[src/rtl/hss_pkg.sv]
/*
  hss_pkg: constants and types for the home search sequencer.
  Assumes a 50 MHz system clock and a word-indexed register port.
*/
package hss_pkg;
  // register port geometry
  localparam int DATA_W = 32;
  localparam int ADDR_W = 4;

  // register indices
  localparam logic [ADDR_W-1:0] REG_CTRL     = 4'h0;
  localparam logic [ADDR_W-1:0] REG_SPEED    = 4'h1;
  localparam logic [ADDR_W-1:0] REG_HALT_DEC = 4'h2;
  localparam logic [ADDR_W-1:0] REG_CMD      = 4'h3;
  localparam logic [ADDR_W-1:0] REG_STATUS   = 4'h4;
  localparam logic [ADDR_W-1:0] REG_IRQ_STAT = 4'h5;
  localparam logic [ADDR_W-1:0] REG_IRQ_MASK = 4'h6;

  // control bits: which inputs are in use
  localparam int CFG_HOME  = 0;
  localparam int CFG_CW    = 1;
  localparam int CFG_CCW   = 2;
  localparam int CFG_ESTOP = 3;
  localparam int CFG_W     = 4;

  // command bits
  localparam int CMD_CW    = 0;
  localparam int CMD_CCW   = 1;
  localparam int CMD_HOLD  = 2;
  localparam int CMD_ISTOP = 3;

  // event bits
  localparam int EV_DONE   = 0;
  localparam int EV_FAULT  = 1;
  localparam int EV_CMDERR = 2;
  localparam int EV_HALT   = 3;
  localparam int NUM_EV    = 4;

  // input bit positions
  localparam int IN_HOME  = 0;
  localparam int IN_CW    = 1;
  localparam int IN_CCW   = 2;
  localparam int IN_ESTOP = 3;
  localparam int NUM_IN   = 4;

  // status field positions
  localparam int ST_BUSY_BIT = 4;
  localparam int ST_DIR_BIT  = 5;
  localparam int ST_IN_LSB   = 8;

  // reset values
  localparam logic [CFG_W-1:0]  CTRL_RST  = 4'h0;
  localparam logic [DATA_W-1:0] SPEED_RST = 32'h0000_0000;
  localparam logic [DATA_W-1:0] DEC_RST   = 32'h0000_0000;
  localparam logic [NUM_EV-1:0] MASK_RST  = 4'h0;

  // timing
  localparam int CLK_HZ       = 50_000_000;
  localparam int PAUSE_MS     = 2000;
  localparam int PAUSE_CYCLES = PAUSE_MS * (CLK_HZ / 1000);
  localparam int CREEP_DIV    = 10;

  typedef enum logic [3:0] {
    ST_IDLE, ST_SEEK, ST_STOP1, ST_PAUSE1, ST_BACK,
    ST_STOP2, ST_PAUSE2, ST_CREEP, ST_FSTOP, ST_HOLD
  } hss_state_type;
endpackage : hss_pkg

[src/rtl/hss_home_search.sv]
/*
  hss_home_search: home search sequencer with register port, input
  synchronisers, event interrupt and profile generator handshake.
  Assumes a profile generator that ramps on move_run_out and reports
  rest on motion_stopped_in; raw inputs may be asynchronous.
*/
// Decided for this implementation: the address-and-strobe port and the address map.
`timescale 1ns/1ps
// Behaviour
// RQ1: three homing inputs: home sensor and two end-of-travel limits.
// RQ2: a search needs the home sensor configured; limits are optional.
// RQ3: counterclockwise search mirrors the clockwise profile exactly.
// RQ4: run ahead until home active, stop, pause two seconds.
// RQ5: run back until home goes inactive, stop, pause two seconds.
// RQ6: creep toward home at a tenth speed, stop on its rising edge.
// RQ7: home already active at start: begin with the run back.
// RQ8: limit ahead during first run: abrupt-rate stop, pause, then run back.
// RQ9: zero abrupt rate means a limit stop halts with no ramp.
// RQ10: limit ahead already active at start: begin with the run back.
// RQ11: opposite limit during a search: immediate stop and input fault.
// RQ12: hold aborts with a programmed-rate stop; no resume afterwards.
// RQ13: normal finish is a controlled stop with no error.
// RQ14: immediate stop command halts a search at once.
// RQ15: emergency stop input rising edge halts a search at once.
// RQ16: reaching home zeroes profile and encoder position.
// RQ17: inputs are synchronised and edge detected before use.
// RQ18: search without a home sensor is refused with an error flag.
module hss_home_search
  import hss_pkg::*;
#(
  parameter int unsigned PAUSE_CYC = PAUSE_CYCLES
)(
  // clock and reset
  input  wire logic              sys_clk_in,
  input  wire logic              resetn_in,
  // register port
  input  wire logic [ADDR_W-1:0] reg_addr_in,
  input  wire logic [DATA_W-1:0] reg_wdata_in,
  input  wire logic              reg_wr_in,
  input  wire logic              reg_rd_in,
  output logic      [DATA_W-1:0] reg_rdata_out,
  output logic                   irq_out,
  // homing inputs
  input  wire logic              home_sensor_in,
  input  wire logic              clockwise_travel_limit_in,
  input  wire logic              counterclockwise_travel_limit_in,
  input  wire logic              estop_in,
  // profile generator
  input  wire logic              motion_stopped_in,
  output logic                   move_run_out,
  output logic                   move_cw_out,
  output logic      [DATA_W-1:0] move_speed_out,
  output logic                   decel_abrupt_out,
  output logic      [DATA_W-1:0] halt_decel_out,
  output logic                   halt_now_out,
  output logic                   pos_zero_out
);

  // limit lying ahead of travel in the given direction
  function automatic logic lim_ahead(input logic cw, input logic cw_lim,
                                     input logic ccw_lim);
    lim_ahead = cw ? cw_lim : ccw_lim;
  endfunction : lim_ahead

  logic [CFG_W-1:0]  ctrl_q;
  logic [DATA_W-1:0] speed_q, halt_dec_q, pause_cnt_q;
  logic [NUM_EV-1:0] stat_q, mask_q, ev_set;
  logic [NUM_IN-1:0] raw_in, sync1_q, sync2_q, prev_q, rise, fall;
  logic              pause_done;
  hss_state_type     st_q, st_d;
  logic              cw_q, cw_d, abrupt_d, halt_d, zero_d;
  logic              cmd_wr, start_any, start_cw, hold_cmd, istop_cmd;
  logic              home_act, cw_lim, ccw_lim, fwd_lim, opp_lim;
  logic              estop_rise, busy, abort;

  // two-flop synchronisers and edge detect; raw inputs are asynchronous
  assign raw_in = {estop_in, counterclockwise_travel_limit_in,
                   clockwise_travel_limit_in, home_sensor_in}; // [RQ1]
  always_ff @(posedge sys_clk_in) begin
    if (!resetn_in) begin
      sync1_q <= '0;
      sync2_q <= '0;
      prev_q  <= '0;
    end else begin
      sync1_q <= raw_in;  // [RQ17]
      sync2_q <= sync1_q;
      prev_q  <= sync2_q;
    end
  end
  assign rise = sync2_q & ~prev_q; // [RQ17]
  assign fall = ~sync2_q & prev_q;

  // qualified inputs; an unconfigured limit never stops the axis
  assign home_act   = sync2_q[IN_HOME];
  assign cw_lim     = sync2_q[IN_CW] & ctrl_q[CFG_CW];   // [RQ2]
  assign ccw_lim    = sync2_q[IN_CCW] & ctrl_q[CFG_CCW];
  assign estop_rise = rise[IN_ESTOP] & ctrl_q[CFG_ESTOP];
  assign fwd_lim    = lim_ahead(cw_q, cw_lim, ccw_lim);   // [RQ3]
  assign opp_lim    = lim_ahead(!cw_q, cw_lim, ccw_lim);

  // command decode; clockwise wins if both start bits are written
  assign cmd_wr    = reg_wr_in && (reg_addr_in == REG_CMD);
  assign start_any = cmd_wr && (reg_wdata_in[CMD_CW] ||
                                reg_wdata_in[CMD_CCW]);
  assign start_cw  = reg_wdata_in[CMD_CW];
  assign hold_cmd  = cmd_wr && reg_wdata_in[CMD_HOLD];
  assign istop_cmd = cmd_wr && reg_wdata_in[CMD_ISTOP];
  assign busy      = (st_q != ST_IDLE);
  assign abort     = busy && (istop_cmd || estop_rise || opp_lim);

  // configuration registers
  always_ff @(posedge sys_clk_in) begin
    if (!resetn_in) begin
      ctrl_q     <= CTRL_RST;
      speed_q    <= SPEED_RST;
      halt_dec_q <= DEC_RST;
      mask_q     <= MASK_RST;
    end else if (reg_wr_in) begin
      if (reg_addr_in == REG_CTRL) begin
        ctrl_q <= reg_wdata_in[CFG_W-1:0];
      end else if (reg_addr_in == REG_SPEED) begin
        speed_q <= reg_wdata_in;
      end else if (reg_addr_in == REG_HALT_DEC) begin
        halt_dec_q <= reg_wdata_in;
      end else if (reg_addr_in == REG_IRQ_MASK) begin
        mask_q <= reg_wdata_in[NUM_EV-1:0];
      end
    end
  end

  // sequencer next state; aborts outrank hold, hold outranks the profile
  always_comb begin
    st_d     = st_q;
    cw_d     = cw_q;
    abrupt_d = decel_abrupt_out;
    halt_d   = 1'b0;
    zero_d   = 1'b0;
    ev_set   = '0;
    if (!busy) begin
      if (start_any) begin
        if (!ctrl_q[CFG_HOME]) begin
          ev_set[EV_CMDERR] = 1'b1; // [RQ18] [RQ2]
        end else begin
          cw_d     = start_cw;
          abrupt_d = 1'b0;
          if (home_act ||
              lim_ahead(start_cw, cw_lim, ccw_lim)) begin
            st_d = ST_BACK; // [RQ7] [RQ10]
          end else begin
            st_d = ST_SEEK; // [RQ4]
          end
        end
      end
    end else if (abort) begin
      st_d             = ST_IDLE; // [RQ14] [RQ15] [RQ11]
      halt_d           = 1'b1;
      ev_set[EV_HALT]  = 1'b1;
      ev_set[EV_FAULT] = opp_lim; // [RQ11]
    end else if (hold_cmd) begin
      st_d     = ST_HOLD; // [RQ12]
      abrupt_d = 1'b0;
    end else begin
      ev_set[EV_CMDERR] = start_any; // no restart while busy
      case (st_q)
        ST_SEEK: begin
          if (home_act) begin
            st_d = ST_STOP1; // [RQ4]
          end else if (fwd_lim) begin
            st_d     = ST_STOP1; // [RQ8]
            abrupt_d = 1'b1;
            halt_d   = (halt_dec_q == '0); // [RQ9]
          end
        end
        ST_STOP1: begin
          if (motion_stopped_in) begin
            st_d = ST_PAUSE1;
          end
        end
        ST_PAUSE1: begin
          if (pause_done) begin
            st_d     = ST_BACK; // [RQ5] [RQ8]
            abrupt_d = 1'b0;
          end
        end
        ST_BACK: begin
          if (fall[IN_HOME]) begin
            st_d = ST_STOP2; // [RQ5]
          end
        end
        ST_STOP2: begin
          if (motion_stopped_in) begin
            st_d = ST_PAUSE2;
          end
        end
        ST_PAUSE2: begin
          if (pause_done) begin
            st_d = ST_CREEP; // [RQ6]
          end
        end
        ST_CREEP: begin
          if (rise[IN_HOME]) begin
            st_d = ST_FSTOP; // [RQ6]
          end
        end
        ST_FSTOP: begin
          if (motion_stopped_in) begin
            st_d             = ST_IDLE; // [RQ13]
            zero_d           = 1'b1;    // [RQ16]
            ev_set[EV_DONE]  = 1'b1;
          end
        end
        ST_HOLD: begin
          if (motion_stopped_in) begin
            st_d = ST_IDLE; // [RQ12]
          end
        end
        default: begin
          st_d = ST_IDLE;
        end
      endcase
    end
  end

  // state and search direction
  always_ff @(posedge sys_clk_in) begin
    if (!resetn_in) begin
      st_q <= ST_IDLE;
      cw_q <= 1'b0;
    end else begin
      st_q <= st_d;
      cw_q <= cw_d;
    end
  end

  // pause timer; cleared outside pause states so each pause is full
  assign pause_done = (pause_cnt_q == 32'(PAUSE_CYC - 1)); // [RQ4]
  always_ff @(posedge sys_clk_in) begin
    if (!resetn_in) begin
      pause_cnt_q <= '0;
    end else if ((st_q == ST_PAUSE1 || st_q == ST_PAUSE2) &&
                 !pause_done) begin
      pause_cnt_q <= pause_cnt_q + 32'h0000_0001;
    end else begin
      pause_cnt_q <= '0;
    end
  end

  // profile generator drive, registered from the next state
  always_ff @(posedge sys_clk_in) begin
    if (!resetn_in) begin
      move_run_out     <= 1'b0;
      move_cw_out      <= 1'b0;
      move_speed_out   <= '0;
      decel_abrupt_out <= 1'b0;
      halt_now_out     <= 1'b0;
      pos_zero_out     <= 1'b0;
    end else begin
      move_run_out     <= (st_d == ST_SEEK) || (st_d == ST_BACK) ||
                          (st_d == ST_CREEP);
      // back-off legs run against the search direction
      move_cw_out      <= (st_d == ST_BACK || st_d == ST_STOP2 ||
                           st_d == ST_PAUSE2) ? !cw_d : cw_d; // [RQ3]
      move_speed_out   <= (st_d == ST_CREEP) ?
                          speed_q / DATA_W'(CREEP_DIV) : speed_q; // [RQ6]
      decel_abrupt_out <= abrupt_d; // [RQ8]
      halt_now_out     <= halt_d;
      pos_zero_out     <= zero_d; // [RQ16]
    end
  end
  assign halt_decel_out = halt_dec_q;

  // sticky events; a set in the clearing cycle survives the clear
  always_ff @(posedge sys_clk_in) begin
    if (!resetn_in) begin
      stat_q <= '0;
    end else if (reg_wr_in && reg_addr_in == REG_IRQ_STAT) begin
      stat_q <= (stat_q & ~reg_wdata_in[NUM_EV-1:0]) | ev_set;
    end else begin
      stat_q <= stat_q | ev_set;
    end
  end
  assign irq_out = |(stat_q & mask_q);

  // read data stand only in the cycle after the strobe
  always_ff @(posedge sys_clk_in) begin
    if (!resetn_in || !reg_rd_in) begin
      reg_rdata_out <= '0;
    end else if (reg_addr_in == REG_CTRL) begin
      reg_rdata_out <= DATA_W'(ctrl_q);
    end else if (reg_addr_in == REG_SPEED) begin
      reg_rdata_out <= speed_q;
    end else if (reg_addr_in == REG_HALT_DEC) begin
      reg_rdata_out <= halt_dec_q;
    end else if (reg_addr_in == REG_STATUS) begin
      reg_rdata_out <= DATA_W'({sync2_q, 2'h0, cw_q, busy, st_q});
    end else if (reg_addr_in == REG_IRQ_STAT) begin
      reg_rdata_out <= DATA_W'(stat_q);
    end else if (reg_addr_in == REG_IRQ_MASK) begin
      reg_rdata_out <= DATA_W'(mask_q);
    end else begin
      reg_rdata_out <= '0; // unmapped and write-only read zero
    end
  end

  chk_refuse_no_home: assert property ( // [RQ18]
    @(posedge sys_clk_in) disable iff (!resetn_in)
    (!busy && start_any && !ctrl_q[CFG_HOME])
      |=> (st_q == ST_IDLE) && stat_q[EV_CMDERR])
    else $error("search without home sensor not refused");
  chk_pause_full: assert property ( // [RQ4]
    @(posedge sys_clk_in) disable iff (!resetn_in)
    (st_q == ST_PAUSE1 && st_d == ST_BACK)
      |-> pause_cnt_q == 32'(PAUSE_CYC - 1))
    else $error("pause ended early");

  chk_start_home: assert property ( // [RQ7]
    @(posedge sys_clk_in) disable iff (!resetn_in)
    (!busy && start_any && ctrl_q[CFG_HOME] && home_act)
      |=> st_q == ST_BACK ##1 move_run_out && move_cw_out != cw_q)
    else $error("active home did not start with run back");
  chk_back_dir: assert property ( // [RQ5]
    @(posedge sys_clk_in) disable iff (!resetn_in)
    (st_q == ST_BACK) |=> !$stable(st_q) || move_cw_out == !cw_q)
    else $error("run back in wrong direction");

  chk_creep_speed: assert property ( // [RQ6]
    @(posedge sys_clk_in) disable iff (!resetn_in)
    (st_q == ST_CREEP && $past(st_q) == ST_CREEP)
      |-> move_speed_out == speed_q / DATA_W'(CREEP_DIV) &&
          move_cw_out == cw_q)
    else $error("creep speed or direction wrong");
  chk_limit_stop: assert property ( // [RQ8]
    @(posedge sys_clk_in) disable iff (!resetn_in)
    (st_q == ST_SEEK && !abort && !hold_cmd && !home_act && fwd_lim)
      |=> st_q == ST_STOP1 && decel_abrupt_out && !move_run_out)
    else $error("limit ahead not stopped abruptly");

  chk_zero_halt: assert property ( // [RQ9]
    @(posedge sys_clk_in) disable iff (!resetn_in)
    (st_q == ST_SEEK && st_d == ST_STOP1 && fwd_lim && !home_act &&
     halt_dec_q == '0) |=> halt_now_out)
    else $error("zero abrupt rate gave no instant halt");
  chk_opp_fault: assert property ( // [RQ11]
    @(posedge sys_clk_in) disable iff (!resetn_in)
    (busy && opp_lim)
      |=> st_q == ST_IDLE && halt_now_out && stat_q[EV_FAULT])
    else $error("opposite limit did not fault");

  chk_hold_stop: assert property ( // [RQ12]
    @(posedge sys_clk_in) disable iff (!resetn_in)
    (busy && hold_cmd && !abort)
      |=> st_q == ST_HOLD && !decel_abrupt_out && !move_run_out)
    else $error("hold did not start a controlled stop");
  chk_estop_halt: assert property ( // [RQ15]
    @(posedge sys_clk_in) disable iff (!resetn_in)
    (busy && estop_rise) |=> st_q == ST_IDLE ##0 halt_now_out)
    else $error("emergency stop did not halt");

  chk_done_zero: assert property ( // [RQ16]
    @(posedge sys_clk_in) disable iff (!resetn_in)
    $rose(pos_zero_out) |-> stat_q[EV_DONE] && st_q == ST_IDLE &&
      $past(st_q) == ST_FSTOP ##1 !pos_zero_out)
    else $error("home zero pulse malformed");

endmodule : hss_home_search

[config.mk]
export PLATFORM = sky130hd
export DESIGN_NAME = hss_home_search
export DESIGN_NICKNAME = d
export VERILOG_FILES = /design/src/rtl/hss_pkg.sv /design/src/rtl/hss_home_search.sv
export SDC_FILE = /design/constraint.sdc
export NUM_CORES = 1
export LEC_CHECK = 0
export CELL_PAD_IN_SITES_DETAIL_PLACEMENT = 1
export CELL_PAD_IN_SITES_GLOBAL_PLACEMENT = 1
export CORE_MARGIN = 2
export CORE_UTILIZATION = 46
export CTS_CLUSTER_SIZE = 10
export DETAILED_ROUTE_END_ITERATION = 16
export DONT_BUFFER_PORTS = 1
export MAX_ROUTING_LAYER = met4
export PLACE_DENSITY_LB_ADDON = 0.15
export SYNTH_ARGS = -nofsm -noshare
export SYNTH_HDL_FRONTEND = slang
export SYNTH_SLANG_ARGS = --single-unit
[constraint.sdc]
create_clock -name sys_clk_in -period 9.9 [get_ports sys_clk_in]
set_input_delay 0.99 -clock sys_clk_in [delete_from_list [all_inputs] [get_ports sys_clk_in]]
set_output_delay 0.99 -clock sys_clk_in [all_outputs]
set_load 0.01 [all_outputs]
* Yosys cells after proc, flatten, opt, wreduce, memory -nomap -nowiden
Index checks and enable logic that the tools add are counted.
Widths: inputs -> output; s select.
** Storage, ports and cells
- Register bits after elaboration :: 194
- Input bits :: 45
- Output and inout bits :: 102
- Logic and storage cells :: 156
** Cells by class
- Add/subtract/negate cells :: 1
- Div/mod/pow operators :: 1
- Equal/unequal tests :: 26
- Muxes and demuxes :: 58
- Bitwise operators :: 15
- Reductions and logical operators :: 36
** Operators by type and width (count)
- $mux 32 :: 3
- $mux 4 :: 18
- $eq 4x3->1 const B :: 11
- $add 32x1->32 const B :: 1
- $div 32x4->32 const B :: 1
- $eq 32x27->1 const B :: 1
- $logic_not 32->1 :: 1
- $mux 1 :: 32
- $pmux 4 s8 :: 1
- $eq 4x2->1 const B :: 4
- $and 4x4->4 :: 3
- $eq 4x1->1 const B :: 3
- $mux 12 :: 1
- $ne 4x4->1 const B :: 3
- $logic_or 1x1->1 :: 10
- $eq 4x4->1 const B :: 2
- $not 4->4 :: 2
- $or 4x4->4 :: 2
- $logic_and 1x1->1 :: 7
- $reduce_and 7->1 :: 1
- $reduce_and 2->1 :: 3
- $reduce_and 5->1 :: 1
- $and 1x1->1 :: 4
- $logic_not 1->1 :: 4
- 13 further kinds :: 18

* Longest topological paths before layout
Gate-level depths: netlist of run 1.
- Depth in word-level cells :: 12
- Depth in mapped cells :: 46

* Worst setup path before layout of run 1
No wires, ideal clock.
- Path kind :: register to register
- Start point :: register speed_q[29]
- End point :: register move_speed_out[0]
- Arrival time :: 8.884 ns
- Data required time :: 9.775 ns
- Setup slack :: 0.891 ns
- Stages on the path, launching flop included :: 41
- Path buffers :: 6
- Cell sequence :: dfxtp_1 > buf_2 > xor2_2 > nor2_1 > a2111o_1 > a2111o_1 > mux2i_1 > a211o_1 > a22oi_2 > nand4_1 > and2_1 > buf_6 > o211a_1 > or4_4 > a21oi_4 > nor2_1 > o32a_1 > buf_4 > [5 not listed] > and4_1 > a221oi_2 > a211o_1 > buf_4 > or2_4 > mux2i_2 > and3_1 > buf_6 > nand3_1 > a221o_1 > a211oi_4 > nor2_2 > o21ai_2 > nor2_1 > o31a_1 > o41a_1 > o211ai_1 > a31oi_1
** Between the ends
- Longest elaborated chain between the ends :: 2
** RTL lines
- start, declared :: RTL line hss_home_search.sv:66 : logic [DATA_W-1:0] speed_q, halt_dec_q, pause_cnt_q;
- start signal, assigned :: RTL line hss_home_search.sv:122 : speed_q <= reg_wdata_in;
- $div 32x4->32 :: RTL line hss_home_search.sv:264 : speed_q / DATA_W'(CREEP_DIV) : speed_q;
- $mux 32 :: RTL line hss_home_search.sv:263 : move_speed_out <= (st_d == ST_CREEP) ?
- end signal, assigned :: RTL line hss_home_search.sv:263
- end, declared :: RTL line hss_home_search.sv:52 : output logic [DATA_W-1:0] move_speed_out,
Every way passes these cells.
A chain may end at the register's enable or synchronous reset.

* Worst setup path after layout of run 1
- Start point :: register speed_q[31]
- End point :: register move_speed_out[0]
The elaborated chain is that of the path after synthesis.

==> flow_summary.ini, run 1 <==
[grt]
grt_usage = 0.361
grt_pass1_vias = 14200
grt_overflow_total = 0
antenna_found_initial = 0
grt_pass1_wl_um = 80200
grt_max_degree = 69

[timing]
whs_ps = 444
max_freq_ghz = 0.0995
setup_viol = 2
slew_viol_final = 0
tightest_slew_ps = 1320
hold_viol = 0
finalCritPeriodShare = 1.02
rsz0062_at_grt = true
fin_crit_ps = 10050
skew_ps = 20.5
max_slew_margin = 0.119
setup_slack_ps = -153

[clock_tree]
clk_pin_slew_ps = 90
clock_latency_ps = 460
cts_hold_buf = 0
cts_buffer_depth = 2
cts_buffers = 17
cts_tree = built
cts.sinks = 192
clock-root-buffer = clkbuf_16
cts.htree.levels = 4

[hold_path]
whs_path_depth = 1
whs_endpoint = sync2_q[1]$_SDFF_PN0_
hold_class = flip-flop to flip-flop
hp-start = sync1_q[1]$_SDFF_PN0_

[route]
dr.first_iter.drc_count = 1412
drc_errors = 0
detail_route.wirelength_um = 54200
viasPerCell = 6.63
ant_nets = 0
dr.pass1.iters = 6
vias = 14500
wire_per_inst_um = 24.7

[place]
place_congestion = 0.957
hpwl_um = 36100
io_buffers = 0

[logic_synthesis]
synth_area_per_cell_um2 = 7.53
syn_nets = 1727
syn-cell-area_um2 = 12700
synth-adder-area-share = 0.00188
syn_inst = 1681
synth_ff_type = dfxtp_1
synth_edf_count = 0
yosysTopAreaCell = dfxtp_1
async_flop_share = 0
yosys_warnings = 0
synthSimpleGateAreaFrac = 0.282
synth.distinct_cells = 121
yosysSeqAreaShare = 0.304
synth_mux_area_frac = 0.0219
synthTopCellsByArea = dfxtp_1, nand2_1, nor2_1
synth-seq-cells = 192
synth_top_family_by_area = compound AO/OA/AOI/OAI gates
synthDominantCellAreaShare = 0.304
synth_xor_area_frac = 0.0300
synth_compound_area_frac = 0.292

[power_and_ir_drop]
power_uw = 3810
powerDensity_nw_per_um2 = 239
ir_drop_v = 0.000161
p_leak_uw = 0.00580

[critical_path]
crit_buf_inv = 13
worstReg2RegEnd = move_speed_out[0]$_SDFF_PN0_
critical-path-top-delay-family = compound AO/OA/AOI/OAI gates
critical_path_peak_fanout = 21
cp_slowest_stage_delay_ps = 520
rr_worst_depth = 45
cpMostUsedCell = buf_4
end_kind = flip-flop
worst_path_max_delay_cell = or4_4
cp.arrival_ps = 10440
critPathKind = flip-flop to flip-flop
start_kind = flip-flop
r2r_slack_ps = -150
r2r_start = speed_q[31]$_SDFFE_PN0P_
cp.required_ps = 10280

[floorplanning]
start_util = 0.469
io_pins = 147
coreArea_um2 = 27000
dieWidth_um = 170
die_h_um = 170
rows = 60
fp.dieArea_um2 = 28900

[job]
cap_viol_max_count = 0

[layout]
syn_to_final_growth_pct = 25.8
antenna_cells = 0
fin_nets = 1886
fillers = 3305
final_layout_size_suffix_gt1_frac = 0.259

[outcome]
violations = negative setup slack
status = finished with violations
power by group:
part | switching (uW) | internal (uW) | leakage [uW]
registers | 8.96 | 778 | 0.00155
logic | 1180 | 1050 | 0.00392
clock network | 404 | 382 | 0.000322
total | 1600 | 2210 | 0.00580
metal layers:
layer | GRT usage | routed length [um] | vias to the layer above
li1 | - | - | 6518
met1 | 0.451 | 22100 | 7237
met2 | 0.585 | 26200 | 653
met3 | 0.0619 | 3950 | 132
met4 | 0.137 | 1950 | 0
met5 | - | 0 | -
synthesized netlist by cell type (all sizes together) (10+ instances only):
cell type and n:
nor2 193, inv 30, nor4 27, a222oi 10, or2 10, or3 11, and3 20, nand2b 13
o31a 11, o211ai 23, a221oi 10, o2111ai 11, xnor2 19, nand3 65, clkbuf 85, nor4b 10
a21oi 134, buf 53, nor2b 13, a22oi 34, dfxtp 192, a211o 12, nor3 45, mux2i 18
a31oi 25, o21ai 70, and2 22, nand4 27, a211oi 37, nand2 247, xor2 21
logic make-up (layout without fill, tap and decap cells):
kind of cell               after synthesis  in the layout
muxes                                   26             26
adders and majority gates                2              2
AOI/OAI and AO/OA                      509            510
xor gates and xnor gates                41             41
buffers and inverters                  173            344
and+or+nand+nor                        738            738
DFF                                    192            192
layout make-up:
cell class | instances | area [um2] | share of cell area
tap | 341 | 427 | 0.0268
clock inverter | 15 | 243 | 0.0152
inverter | 34 | 129 | 0.00809
multi-input combinational | 1317 | 8690 | 0.546
clock buffer | 17 | 425 | 0.0267
timing repair buffer | 278 | 2160 | 0.135
sequential | 192 | 3860 | 0.242
sequential cells by signal, indices dropped and copies added (netlist names), 2 cells and up:
signal / count
st_q: 4
sync2_q: 4
speed_q: 32
ctrl_q: 4
sync1_q: 4
move_speed_out: 32
reg_rdata_out: 32
mask_q: 4
pause_cnt_q: 32
halt_decel_out: 32
stat_q: 4
prev_q: 2
timing repair:
item,4_1_cts,5_1_grt
pin swaps,4,62
cloned,1,0
buffers inserted,2,36
endpoints found under the setup margin,4,5
gates resized for setup,16,138
metrics by stage:
step | setup TNS, ps | worst slack [ps] | cells | utilization | area, um2
after floorplan | 0 | 891 | 1681 | - | 12700
after global placement | -72.1 | -61.3 | 2123 | 0.525 | 14200
after detailed placement | -586 | -227 | 2123 | 0.525 | 14200
after CTS | 0 | 6.89 | 2158 | 0.553 | 15000
after global routing | -1340 | -465 | 2194 | 0.589 | 15900
final | -296 | -153 | 2194 | 0.589 | 15900
placed cells by master, fill, tap and decap left out, types with 13 or more instances in the layout:
master and n:
a211oi_1 27, mux2i_1 16, clkbuf_16 17, o211ai_1 23
dfxtp_1 186, a31oi_1 19, nand3_1 58, a21oi_1 121
o21ai_0 54, xnor2_1 16, xor2_1 20, nand2_1 242
nand2b_1 13, nor3_1 36, nor4_1 22, inv_1 29
nand4_1 26, and2_1 19, a22oi_1 29, o21ai_1 14
and3_1 15, buf_4 265, nor2_1 182
worst reg2reg max path, delay by kind of cell, from the launching register on:
family / cells / cell delay (ps)
AOI/OAI and AO/OA: 21 / 5480
xor gates and xnor gates: 1 / 160
adders and majority gates: 1 / 220
buffers and inverters: 13 / 2200
DFF: 1 / 340
and+or+nand+nor: 9 / 1610
how the worst max path moves through the flow:
stage | from | to | slack [ps] | cells past startpoint
floorplan | speed_q[29]$_SDFFE_PN0P_ | move_speed_out[0]$_SDFF_PN0_ | 890 | 40
CTS | speed_q[31]$_SDFFE_PN0P_ | move_speed_out[0]$_SDFF_PN0_ | 7 | 39
global route | speed_q[29]$_SDFFE_PN0P_ | move_speed_out[1]$_SDFF_PN0_ | -470 | 50
global placement | speed_q[29]$_SDFFE_PN0P_ | move_speed_out[0]$_SDFF_PN0_ | -60 | 40
detailed placement | speed_q[29]$_SDFFE_PN0P_ | move_speed_out[0]$_SDFF_PN0_ | -230 | 40
finish | speed_q[31]$_SDFFE_PN0P_ | move_speed_out[0]$_SDFF_PN0_ | -150 | 45
Power figures use the tool's default switching activity.
==> inputs of run 2 (changes only) <==
--- a/config.mk
+++ b/config.mk
@@ -12,8 +12,10 @@
 export CTS_CLUSTER_SIZE = 10
 export DETAILED_ROUTE_END_ITERATION = 16
 export DONT_BUFFER_PORTS = 1
+export GPL_ROUTABILITY_DRIVEN = 0
 export MAX_ROUTING_LAYER = met4
 export PLACE_DENSITY_LB_ADDON = 0.15
+export SKIP_CTS_REPAIR_TIMING = 1
 export SYNTH_ARGS = -nofsm -noshare
 export SYNTH_HDL_FRONTEND = slang
 export SYNTH_SLANG_ARGS = --single-unit
==> constraint.sdc (replaced) <==
create_clock -name sys_clk_in -period 10.9 [get_ports sys_clk_in]
set_input_delay 1.09 -clock sys_clk_in [delete_from_list [all_inputs] [get_ports sys_clk_in]]
set_output_delay 1.09 -clock sys_clk_in [all_outputs]
set_load 0.01 [all_outputs]
==> run 2 against run 1 <==
Compared with the run above: the flow now finishes without violations; register-to-register slack gained 670 ps; clock power shrank 12%; utilization shrank 8.2 points; cell count shrank 9.3%; first-iteration DRC count shrank 17%; clock skew shrank 8.8 ps; maximum frequency shrank 3.2%; cell area shrank 14%; sequential power shrank 9.0%; critical path depth shrank 9; count of clock-buffer cells in the layout is the same; largest power group unchanged; worst setup slack gained 670 ps.
==> flow_summary.ini, run 2 (synthesis results as in run 1) <==
[outcome]
status = finished, final reports clean

[layout]
fin_area_um2 = 13700
register_area_um2 = 3850
final_layout_size_suffix_gt1_frac = 0.120
fillers = 3335
syn_to_final_growth_pct = 8.33
fin_nets = 1682
final_cell_mix = nand2_1, dfxtp_1, nor2_1
multi_input_area_um2 = 8100
final_common_cell = nand2_1
antenna_cells = 0

[route]
drc_errors = 0
vias = 13400
wire_per_inst_um = 23.6
viasPerCell = 6.75
detail_route.wirelength_um = 47000
dr.pass1.iters = 6
dr.first_iter.drc_count = 1179
ant_nets = 0

[critical_path]
start_kind = flip-flop
critical-path-top-delay-family = compound AO/OA/AOI/OAI gates
end_kind = flip-flop
r2r_start = speed_q[29]$_SDFFE_PN0P_
cp.arrival_ps = 10720
critical_path_peak_fanout = 10
critPathKind = flip-flop to flip-flop
crit_buf_inv = 2
crit_path_start = speed_q[29]$_SDFFE_PN0P_
worst_path_max_delay_cell = a2111o_1
cp.required_ps = 11230
cp_slowest_stage_delay_ps = 520
cpMostUsedCell = o31a_1

[clock_tree]
cts.htree.levels = 4
clock_latency_ps = 450
cts_buffers = 17
clock-root-buffer = clkbuf_16
cts_buffer_depth = 2
cts_tree = built
clk_pin_slew_ps = 80
cts.sinks = 192

[grt]
grt_max_degree = 75
grt_overflow_total = 0
grt_usage = 0.330
grt_pass1_wl_um = 73800
grt_pass1_vias = 13000
antenna_found_initial = 0

[timing]
slew_viol_final = 0
tightest_slew_ps = 1200
hold_viol = 0
whs_ps = 438
finalCritPeriodShare = 0.953
max_slew_margin = 0.197
fin_crit_ps = 10380
setup_viol = 0
max_freq_ghz = 0.0963
setup_slack_ps = 516
skew_ps = 11.7
setup_tns_ps = 0

[floorplanning]
dieWidth_um = 170
die_h_um = 170
start_util = 0.469
io_pins = 147
rows = 60
coreArea_um2 = 27000
fp.dieArea_um2 = 28900

[hold_path]
hold_class = flip-flop to flip-flop
hp-start = sync1_q[0]$_SDFF_PN0_

[place]
place_ws_ps = 145
io_buffers = 0
hpwl_um = 32300
dpl_cell_area_um2 = 12900

[power_and_ir_drop]
powerDensity_nw_per_um2 = 203
p_leak_uw = 0.00463
ir_drop_v = 0.000110
power_uw = 2790

[job]
cap_viol_max_count = 0
[run 2: cell count changes in the layout (fill, tap and decap cells not counted), sizes merged]
cell	before	now
buf	277	73
clkinv	11	13
clkbuf	18	17
inv	37	35
a211oi	38	39
[run 2: area by class of cell]
| type | count | area share |
|---|---|---|
| Multi-Input combinational cell | 1318 | 0.591 |
| Sequential cell | 192 | 0.280 |
| Timing Repair Buffer | 73 | 0.0409 |
| Tap cell | 341 | 0.0311 |
| Clock buffer | 17 | 0.0310 |
| Clock inverter | 15 | 0.0163 |
| Inverter | 34 | 0.00940 |
[run 2: path summary, 6_finish.rpt]
check                                       to  slack (ps)  depth (start not counted)
setup / recovery  move_speed_out[0]$_SDFF_PN0_         520                         36
hold / removal           sync2_q[0]$_SDFF_PN0_         440                          1
setup reg to reg  move_speed_out[0]$_SDFF_PN0_         520                         36
hold reg to reg          sync2_q[0]$_SDFF_PN0_         440                          1
[run 2: layer usage]
metal	GRT usage	vias to the layer above	part of all wire
met3	0.0498	121	0.065
met1	0.420	6620	0.42
li1	-	6131	-
met4	0.119	0	0.036
met2	0.533	551	0.47
met5	-	-	0
[run 2: stage by stage]
stage                      util  cells
after floorplan               -   1681
after global placement    0.477   1951
after detailed placement  0.477   1951
after CTS                 0.501   1983
after global routing      0.508   1990
final                     0.508   1990
[run 2: power by group]
part	internal (uW)	switching, uW
logic	548	832
registers	707	8.84
clock network	340	354
